## config.mk

```make
export PLATFORM = sky130hd
export DESIGN_NAME = weekly_schedule_block
export DESIGN_NICKNAME = d
export VERILOG_FILES = /design/src/rtl/sched_pkg.sv /design/src/rtl/channel_match.sv /design/src/rtl/time_walker.sv /design/src/rtl/weekly_schedule_block.sv
export SDC_FILE = /design/constraint.sdc
export NUM_CORES = 1
export LEC_CHECK = 0
export BUFFER_PORTS_ARGS = -buffer_cell sky130_fd_sc_hd__buf_2
export CORE_MARGIN = 1.5
export CORE_UTILIZATION = 30
export CTS_CLUSTER_DIAMETER = 80
export DETAILED_ROUTE_END_ITERATION = 10
export GPL_TIMING_DRIVEN = 0
export PLACE_DENSITY_LB_ADDON = 0.15
export SYNTH_ARGS = -nofsm -noshare
export SYNTH_HDL_FRONTEND = slang
export SYNTH_SLANG_ARGS = --single-unit
```

## constraint.sdc

```tcl
create_clock -name pclk -period 4.27 [get_ports pclk]
set_clock_uncertainty 0.05 [all_clocks]
set_input_delay 0.427 -clock pclk [delete_from_list [all_inputs] [get_ports pclk]]
set_output_delay 0.427 -clock pclk [all_outputs]
set_load 0.03 [all_outputs]
```

## src/rtl/sched_pkg.sv

```systemverilog
// shared types, constants and helpers of the weekly schedule switch
package sched_pkg;
   // ********************
   // weekday encoding
   // ********************
   localparam logic [2:0] DAY_NONE = 3'h0;  // no weekday selected
   localparam logic [2:0] DAY_MON  = 3'h1;
   localparam logic [2:0] DAY_SUN  = 3'h7;
   localparam logic [4:0] HOUR_LAST = 5'h17;  // 23
   localparam logic [5:0] MIN_LAST  = 6'h3b;  // 59
   localparam logic [4:0] HOUR_ZERO = 5'h00;
   localparam logic [5:0] MIN_ZERO  = 6'h00;
   localparam int unsigned NUM_CHAN = 4;
   localparam int unsigned WEEK_MINUTES = 10080;  // replay length
   localparam int unsigned STEP_W = 14;
   // ********************
   // apb register map
   // ********************
   localparam logic [7:0] ADDR_CTRL   = 8'h00;
   localparam logic [7:0] ADDR_STATUS = 8'h04;
   localparam logic [7:0] ADDR_CHAN0  = 8'h10;
   localparam logic [7:0] ADDR_CHAN3  = 8'h1c;
   localparam logic [31:0] DATA_ZERO  = 32'h0000_0000;
   // ********************
   // carriers
   // ********************
   typedef struct packed {
      logic [2:0] weekday;  // 1 = monday .. 7 = sunday
      logic [4:0] hour;
      logic [5:0] minute;
   } rtc_time_t;
   typedef struct packed {
      logic [2:0] start_weekday;  // first day of span
      logic [2:0] end_weekday;    // last day of span, none = one day
      logic       on_en;          // on point present
      logic [4:0] on_hour;
      logic [5:0] on_minute;
      logic       off_en;         // off point present
      logic [4:0] off_hour;
      logic [5:0] off_minute;
   } sched_chan_t;
   localparam int unsigned CHAN_W = $bits(sched_chan_t);
   localparam sched_chan_t CHAN_EMPTY = '0;
   typedef enum logic {SCAN_IDLE, SCAN_RUN} scan_state_t;
   // day inside a span that may wrap past sunday
   function automatic logic day_in_span(input logic [2:0] d,
                                        input logic [2:0] s,
                                        input logic [2:0] e);
      if (e == DAY_NONE) return d == s;
      if (s <= e) return (d >= s) && (d <= e);
      return (d >= s) || (d <= e);
   endfunction : day_in_span
   function automatic logic [2:0] prev_day(input logic [2:0] d);
      return (d == DAY_MON) ? DAY_SUN : 3'(d - 3'h1);
   endfunction : prev_day
   // one minute later, wrapping the week
   function automatic rtc_time_t next_minute(input rtc_time_t t);
      rtc_time_t n;
      n = t;
      n.minute = 6'(t.minute + 6'h01);
      if (t.minute == MIN_LAST) begin
         n.minute = MIN_ZERO;
         n.hour   = 5'(t.hour + 5'h01);
         if (t.hour == HOUR_LAST) begin
            n.hour    = HOUR_ZERO;
            n.weekday = (t.weekday == DAY_SUN) ? DAY_MON :
                        3'(t.weekday + 3'h1);
         end
      end
      return n;
   endfunction : next_minute
   // new output from on and off events, off wins a tie
   function automatic logic combine(input logic q, input logic on_ev,
                                    input logic off_ev);
      return off_ev ? 1'b0 : (on_ev ? 1'b1 : q);
   endfunction : combine
endpackage : sched_pkg

```

## src/rtl/channel_match.sv

```systemverilog
// switch point match of one schedule channel against a time
`timescale 1ns/1ps
module channel_match (
   input  sched_pkg::sched_chan_t cfg,
   input  sched_pkg::rtc_time_t   now,
   output logic                   on_hit,
   output logic                   off_hit
);
   import sched_pkg::*;
   logic overnight;  // off earlier than on moves the off to next day
   logic off_day;
   // ********************
   // event decode
   // ********************
   always_comb begin
      overnight = cfg.on_en && ({cfg.off_hour, cfg.off_minute} <
                                {cfg.on_hour, cfg.on_minute});
      // off falls on the day after each spanned day when overnight
      off_day = overnight ?
         day_in_span(prev_day(now.weekday), cfg.start_weekday,
                     cfg.end_weekday) :
         day_in_span(now.weekday, cfg.start_weekday,
                     cfg.end_weekday);
      // an absent point yields no event at all
      on_hit = cfg.on_en && (cfg.start_weekday != DAY_NONE) &&
         day_in_span(now.weekday, cfg.start_weekday, cfg.end_weekday) &&
         now.hour == cfg.on_hour && now.minute == cfg.on_minute;
      off_hit = cfg.off_en && (cfg.start_weekday != DAY_NONE) &&
         off_day && now.hour == cfg.off_hour &&
         now.minute == cfg.off_minute;
   end
endmodule : channel_match

```

## src/rtl/time_walker.sv

```systemverilog
// virtual clock that replays a week minute by minute
`timescale 1ns/1ps
module time_walker (
   input  wire logic               pclk,
   input  wire logic               presetn,
   input  wire logic               load,
   input  sched_pkg::rtc_time_t    load_time,
   input  wire logic               step,
   output sched_pkg::rtc_time_t    vtime
);
   import sched_pkg::*;
   // ********************
   // minute counter
   // ********************
   // load starts one minute after now so a full week ends on now
   always_ff @(posedge pclk or negedge presetn) begin
      if (!presetn) begin
         vtime <= '0;
      end else if (load) begin
         vtime <= next_minute(load_time);
      end else if (step) begin
         vtime <= next_minute(vtime);
      end
   end
endmodule : time_walker

```

## src/rtl/weekly_schedule_block.sv

```systemverilog
// weekly schedule switch: four channels, apb registers, week replay
//
// Register access over APB and the placing of the registers were left to the implementer.
`timescale 1ns/1ps
module weekly_schedule_block #(
   parameter int unsigned REPLAY_STEPS = sched_pkg::WEEK_MINUTES
) (
   input  wire logic             pclk,
   input  wire logic             presetn,
   input  wire logic             psel,
   input  wire logic             penable,
   input  wire logic             pwrite,
   input  wire logic [7:0]       paddr,
   input  wire logic [31:0]      pwdata,
   output logic [31:0]           prdata,
   output logic                  pready,
   output logic                  pslverr,
   input  wire logic             enable,
   input  wire logic             power_good,
   input  wire logic             minute_tick,
   input  sched_pkg::rtc_time_t  rtc_time,
   output logic                  switch_output
);
   import sched_pkg::*;

   // ********************
   // declarations
   // ********************
   sched_chan_t              chan_cfg [NUM_CHAN];  // channel settings
   logic                     release_check;  // honour enable input
   logic [NUM_CHAN-1:0]      live_on;   // on hits at real time
   logic [NUM_CHAN-1:0]      live_off;  // off hits at real time
   logic [NUM_CHAN-1:0]      virt_on;   // on hits at replay time
   logic [NUM_CHAN-1:0]      virt_off;  // off hits at replay time
   rtc_time_t                vtime;     // replay time
   scan_state_t              scan_state;
   logic [STEP_W-1:0]        step_cnt;  // replay minutes done
   logic                     replay_q;  // output as the replay sees it
   logic                     running;   // power up and released
   logic                     run_q;     // running one cycle ago
   logic                     tick;      // minute tick while running
   logic                     cfg_wr;    // accepted channel write
   logic                     start;     // begin or restart replay
   logic                     last_step; // final replay minute
   logic                     wr_acc;    // apb write access phase
   logic                     rd_acc;    // apb read access phase
   logic                     chan_sel;  // address hits a channel
   logic [1:0]               chan_idx;  // channel addressed
   sched_chan_t              wr_chan;   // channel word being written
   logic                     wr_ok;     // channel times in range
   localparam logic [STEP_W-1:0] STEP_LAST = STEP_W'(REPLAY_STEPS - 1);

   // ********************
   // helpers
   // ********************
   // hour and minute form only, midnight to last minute
   function automatic logic time_ok(input sched_chan_t c);
      return c.on_hour <= HOUR_LAST && c.on_minute <= MIN_LAST &&
             c.off_hour <= HOUR_LAST && c.off_minute <= MIN_LAST &&
             c.start_weekday <= DAY_SUN &&
             c.end_weekday <= DAY_SUN;
   endfunction : time_ok

   // fill in missing parts of an entry the way the editor would
   function automatic sched_chan_t normalize(input sched_chan_t o,
                                             input sched_chan_t n);
      sched_chan_t r;
      r = n;
      if (n.start_weekday == DAY_NONE && n.end_weekday == DAY_NONE) begin
         if (o.start_weekday != DAY_NONE || !(n.on_en || n.off_en)) begin
            r = CHAN_EMPTY;
         end else begin
            r.start_weekday = DAY_SUN;  // time alone defaults
         end
      end else if (n.start_weekday == DAY_NONE) begin
         r.start_weekday = DAY_SUN;
         r.on_en = 1'b1;
         r.on_hour = HOUR_ZERO;
         r.on_minute = MIN_ZERO;
      end else if (!n.on_en && !n.off_en) begin
         r.on_en = 1'b1;  // no on or off set: on at 00:00, output stays on
         r.on_hour = HOUR_ZERO;
         r.on_minute = MIN_ZERO;
      end
      return r;
   endfunction : normalize

   // ********************
   // channel evaluation
   // ********************
   // one live and one replay matcher per channel
   for (genvar i = 0; i < NUM_CHAN; i++) begin : g_chan
      channel_match u_live (
         .cfg     (chan_cfg[i]),
         .now     (rtc_time),
         .on_hit  (live_on[i]),
         .off_hit (live_off[i])
      );
      channel_match u_virt (
         .cfg     (chan_cfg[i]),
         .now     (vtime),
         .on_hit  (virt_on[i]),
         .off_hit (virt_off[i])
      );
   end

   // ********************
   // run control
   // ********************
   // enable only counts when the release option is set
   assign running = power_good &&
                    (!release_check || enable);
   assign tick = running && minute_tick;
   assign last_step = (scan_state == SCAN_RUN) && (step_cnt == STEP_LAST);
   // a tick mid replay restarts it so no minute is lost
   assign start = running && (!run_q || cfg_wr ||
                  (scan_state == SCAN_RUN && tick));

   // previous run level, for the rising edge
   always_ff @(posedge pclk or negedge presetn) begin
      if (!presetn) begin
         run_q <= 1'b0;
      end else begin
         run_q <= running;
      end
   end

   // ********************
   // week replay
   // ********************
   time_walker u_walk (
      .pclk      (pclk),
      .presetn   (presetn),
      .load      (start),
      .load_time (rtc_time),
      .step      (scan_state == SCAN_RUN),
      .vtime     (vtime)
   );

   // replay sequencer; costs a week of cycles, about half a millisecond
   always_ff @(posedge pclk or negedge presetn) begin
      if (!presetn) begin
         scan_state <= SCAN_IDLE;
         step_cnt <= '0;
         replay_q <= 1'b0;
      end else if (!running) begin
         scan_state <= SCAN_IDLE;  // nothing runs without power
         step_cnt <= '0;
      end else if (start) begin
         scan_state <= SCAN_RUN;
         step_cnt <= '0;
         replay_q <= 1'b0;
      end else begin
         unique case (scan_state)
            SCAN_IDLE: begin
               step_cnt <= '0;
            end
            SCAN_RUN: begin
               replay_q <= combine(replay_q, |virt_on, |virt_off);
               step_cnt <= STEP_W'(step_cnt + 1'b1);
               if (last_step) begin
                  scan_state <= SCAN_IDLE;
               end
            end
         endcase
      end
   end

   // ********************
   // switch output
   // ********************
   // held open without power or release; rebuilt by the replay
   always_ff @(posedge pclk or negedge presetn) begin
      if (!presetn) begin
         switch_output <= 1'b0;
      end else if (!running) begin
         switch_output <= 1'b0;
      end else if (last_step && !start) begin
         switch_output <= combine(replay_q, |virt_on,
                                  |virt_off);
      end else if (scan_state == SCAN_IDLE && tick) begin
         switch_output <= combine(switch_output, |live_on,
                                  |live_off);
      end
   end

   // ********************
   // apb slave
   // ********************
   assign pready   = 1'b1;  // zero wait states
   assign wr_acc   = psel && penable && pwrite;
   assign rd_acc   = psel && penable && !pwrite;
   assign chan_sel = paddr >= ADDR_CHAN0 && paddr <= ADDR_CHAN3 &&
                     paddr[1:0] == 2'h0;
   assign chan_idx = 2'(paddr[3:2]);
   assign wr_chan  = sched_chan_t'(pwdata[CHAN_W-1:0]);
   assign wr_ok    = time_ok(wr_chan);
   assign cfg_wr   = wr_acc && chan_sel && wr_ok;

   // unmapped addresses and out of range times answer with an error
   always_comb begin
      pslverr = 1'b0;
      if (psel && penable) begin
         if (!(chan_sel || paddr == ADDR_CTRL || paddr == ADDR_STATUS)) begin
            pslverr = 1'b1;
         end else if (wr_acc && chan_sel && !wr_ok) begin
            pslverr = 1'b1;
         end
      end
   end

   // release option
   always_ff @(posedge pclk or negedge presetn) begin
      if (!presetn) begin
         release_check <= 1'b0;
      end else if (wr_acc && paddr == ADDR_CTRL) begin
         release_check <= pwdata[0];
      end
   end

   // channel settings, accepted whenever written with times in range
   always_ff @(posedge pclk or negedge presetn) begin
      if (!presetn) begin
         for (int i = 0; i < NUM_CHAN; i++) begin
            chan_cfg[i] <= CHAN_EMPTY;
         end
      end else if (cfg_wr) begin
         chan_cfg[chan_idx] <= normalize(chan_cfg[chan_idx],
                                         wr_chan);
      end
   end

   // read data registered at the setup phase
   always_ff @(posedge pclk or negedge presetn) begin
      if (!presetn) begin
         prdata <= DATA_ZERO;
      end else if (psel && !penable && !pwrite) begin
         prdata <= DATA_ZERO;
         if (paddr == ADDR_CTRL) begin
            prdata <= {31'h0, release_check};
         end else if (paddr == ADDR_STATUS) begin
            prdata <= {28'h0, running, power_good,
                       scan_state == SCAN_RUN, switch_output};
         end else if (chan_sel) begin
            prdata <= 32'(chan_cfg[chan_idx]);
         end
      end
   end
endmodule : weekly_schedule_block

```

==> results.cfg <==
[cells_and_area]
n_antenna_cell = 0
syn_to_final_growth_pct = 13.6
final_common_cell = nand2_1
final_cell_mix = nand2_1, o21ai_0, dfrtp_1
final_cell_area_um2 = 16400
drive_gt1_share_pct = 11.1
fin_nets = 1961

[power]
p_leak_nw = 6.86
p_sw_mw = 1.70
total_power_mw = 4.83
ir_drop_uv = 307
swShare_pct = 35.2
seqPwrFrac_pct = 38.0
internal_power_mw = 3.13
p_per_area_nw_per_um2 = 295
p_clk_share_pct = 37.3
pwr-share-comb_pct = 24.7

[clock_network]
clk_latency_ns = 0.51
cts_buffers = 17
cts.clk_slew.worst_paths_ns = 0.08
cts_tree = yes
clock-root-buffer = clkbuf_16
cts_buffer_depth = 2
clock_sinks = 183
htreeDepth = 4

[route]
drt-initial-drc-count = 987
wl_um = 58200
dr.pass1.iters = 5
via_per_inst = 5.50
num_vias = 13100
wl_per_cell_um = 24.4
ant_nets = 0
drc = 0

[worst_hold_path]
hold_path.class = in -> reg

[yosys]
ys_ff_latch = 183
async_reset_ff_share_pct = 100
syn_inst = 1643
synth_area_um2 = 14400
ys_warn_count = 0
ys_seq_area_share_pct = 31.7
synthDistinctLibCells = 68
synth_edf_count = 0
synth_ff_type = dfrtp_1
syn-mean-instance-area_um2 = 8.78

[grt]
grt_pass1_vias = 12900
grt_pass1_wl_um = 86000
antenna_found_initial = 1
grt_usage_pct = 23.9
grt_max_degree = 105
grt-ovfl-total = 0

[sta]
fin_hold_ws_ns = 0.183
period_needed_ns = 4.06
maxSlewHeadroom_pct = 26.3
fin_crit_sh_pct = 95.0
drv_slew = 0
setup_viol = 0
worst_pin_slew_ns = 1.11
max_clock_freq_ghz = 0.247
hold_violations = 0

[floorplanning]
io_pins = 97
rows = 80
dieArea_um2 = 49400
die_w_um = 222
start_util_pct = 30.3
design.core.area_um2 = 47600
chipHeight_um = 222

[placed_design]
place.gp.congestion = 0.937
port_buffers = 87
dp_hpwl_um = 45500
place_area_um2 = 15700

[status]
outcome = complete, no violations

[critical_path]
crit_path_end = switch_output$_DFFE_PN0P_
r2r-start = u_walk.vtime[12]$_DFFE_PN0P_
rr_worst_depth = 15
critPathRequiredTime_ns = 4.64
endpoint_kind = register
start_kind = primary input
slowest_delay_ns = 0.58
crit_fanout = 13
regToRegEndpoint = switch_output$_DFFE_PN0P_
worst_ep_arrival_time_ns = 4.42
critPathKind = in -> reg
crit_slowest_cell = or4_1
cp_cell_sequence = buf_2 -> clkinvlp_4 -> ha_1 -> nor3_1 -> a21oi_4 -> ha_1 -> o21a_1 -> nor2_1 -> or4_1 -> maj3_2 -> a211o_1 -> and3_1 -> a2111oi_2 -> o21ai_1 -> o21ai_1
rrSetupSlack_ns = 0.24
startpoint = rtc_time[11]

[job]
drv_cap = 0
-- cell type report --
type | instances | area (µm²)
fillers | 4986 | 31300
multi-input cells | 1289 | 9210
flip-flops and latches | 183 | 4580
well taps | 615 | 769
repair buffers | 91 | 498
clock buffers | 17 | 425
plain buffers | 87 | 355
inverters | 85 | 327
clock inverters | 15 | 226
-- kinds of logic after synthesis --
| family | Yosys count | share of synthesized area, % |
|---|---|---|
| simple gates | 520 | 17.1 |
| compound gates | 363 | 14.9 |
| flops | 183 | 31.7 |
| other cells | 2 | 0.0521 |
| buf+inv | 172 | 4.67 |
| fa+ha+maj | 151 | 13.0 |
| mux | 54 | 6.48 |
| xor+xnor | 198 | 12.0 |
-- metal layers --
metal	global-route usage, %	up-vias	share of wire [%]
li1	-	6082	-
met4	8.95	0	3.3
met3	3.58	87	5.0
met5	0	-	0
met1	33.1	6559	47
met2	37.5	380	45
-- Yosys cell counts, types with 8 or more instances --
master | n | area (µm²)
nand2_1 | 242 | 908
dfrtp_1 | 183 | 4580
o21ai_0 | 183 | 916
ha_1 | 145 | 1810
xnor2_1 | 114 | 998
inv_1 | 85 | 319
xor2_1 | 84 | 736
clkbuf_1 | 63 | 236
nor2_1 | 56 | 210
a21oi_1 | 51 | 255
nand4_1 | 43 | 269
nand3_1 | 39 | 195
nor4_1 | 31 | 194
mux4_2 | 30 | 676
nor3_1 | 25 | 125
a31oi_1 | 23 | 144
nor2b_1 | 18 | 113
a211oi_1 | 15 | 113
mux2_2 | 15 | 169
nand2b_1 | 14 | 87.6
and3_1 | 13 | 81.3
buf_1 | 13 | 48.8
o31ai_1 | 10 | 75.1
a21o_1 | 9 | 67.6
mux2i_1 | 9 | 90.1
o21a_1 | 8 | 60.1
-- power by group through the flow --
stage                     logic [mW]  clock network [mW]  registers [mW]
after floorplan                0.797                   0            1.84
after global placement          1.14                   0            1.87
after detailed placement        1.17                   0            1.87
after CTS                       1.18                1.84            1.84
after global routing            1.32                1.90            1.84
final                           1.19                1.80            1.84
-- stage by stage --
stage / setup TNS (ns) / instances / setup slack, ns / utilization (%)
floorplan: 0 / 1644 / 0.697 / -
global placement: -159.50 / 2346 / -0.756 / 32.8
detailed placement: -1.18 / 2348 / -0.777 / 32.9
CTS: 0 / 2382 / 0.104 / 34.4
global route: -0.0157 / 2382 / -0.0157 / 34.4
finish: 0 / 2382 / 0.214 / 34.4
-- timing repair --
item,4_1_cts,5_1_grt
hold endpoints to repair,79,0
setup endpoints to repair,2,2
buffers inserted,1,0
hold buffers,1,0
resized for setup,4,6
-- worst max-delay path: cells and delay by family --
kind                       cells  cell delay (ns)
AOI/OAI and AO/OA              6             1.26
and+or+nand+nor                4             1.13
adders and majority gates      3             1.10
buffers and inverters          2             0.49
-- state kept, by name (all words and copies together), names as in the netlist --
name	flops
chan_cfg	120
prdata	30
step_cnt	14
u_walk.vtime	14
release_check	1
replay_q	1
run_q	1
scan_state	1
switch_output	1
-- how the worst min path moves through the flow --
stage / start / end / slack (ns) / depth (start not counted)
4_1_cts: pwdata[24] / chan_cfg[114]$_DFFE_PN0P_ / 0.16 / 2
3_5_place_dp: presetn / u_walk.vtime[11]$_DFFE_PN0P_ / 0.40 / 1
3_3_place_gp: prdata[21]$_DFFE_PN0P_ / prdata[21]$_DFFE_PN0P_ / 0.41 / 2
6_report: pwdata[24] / chan_cfg[54]$_DFFE_PN0P_ / 0.18 / 2
2_1_floorplan: presetn / chan_cfg[0]$_DFFE_PN0P_ / 0.08 / 0
5_1_grt: pwdata[24] / chan_cfg[114]$_DFFE_PN0P_ / 0.19 / 2
(Power assumes the default switching activity.)
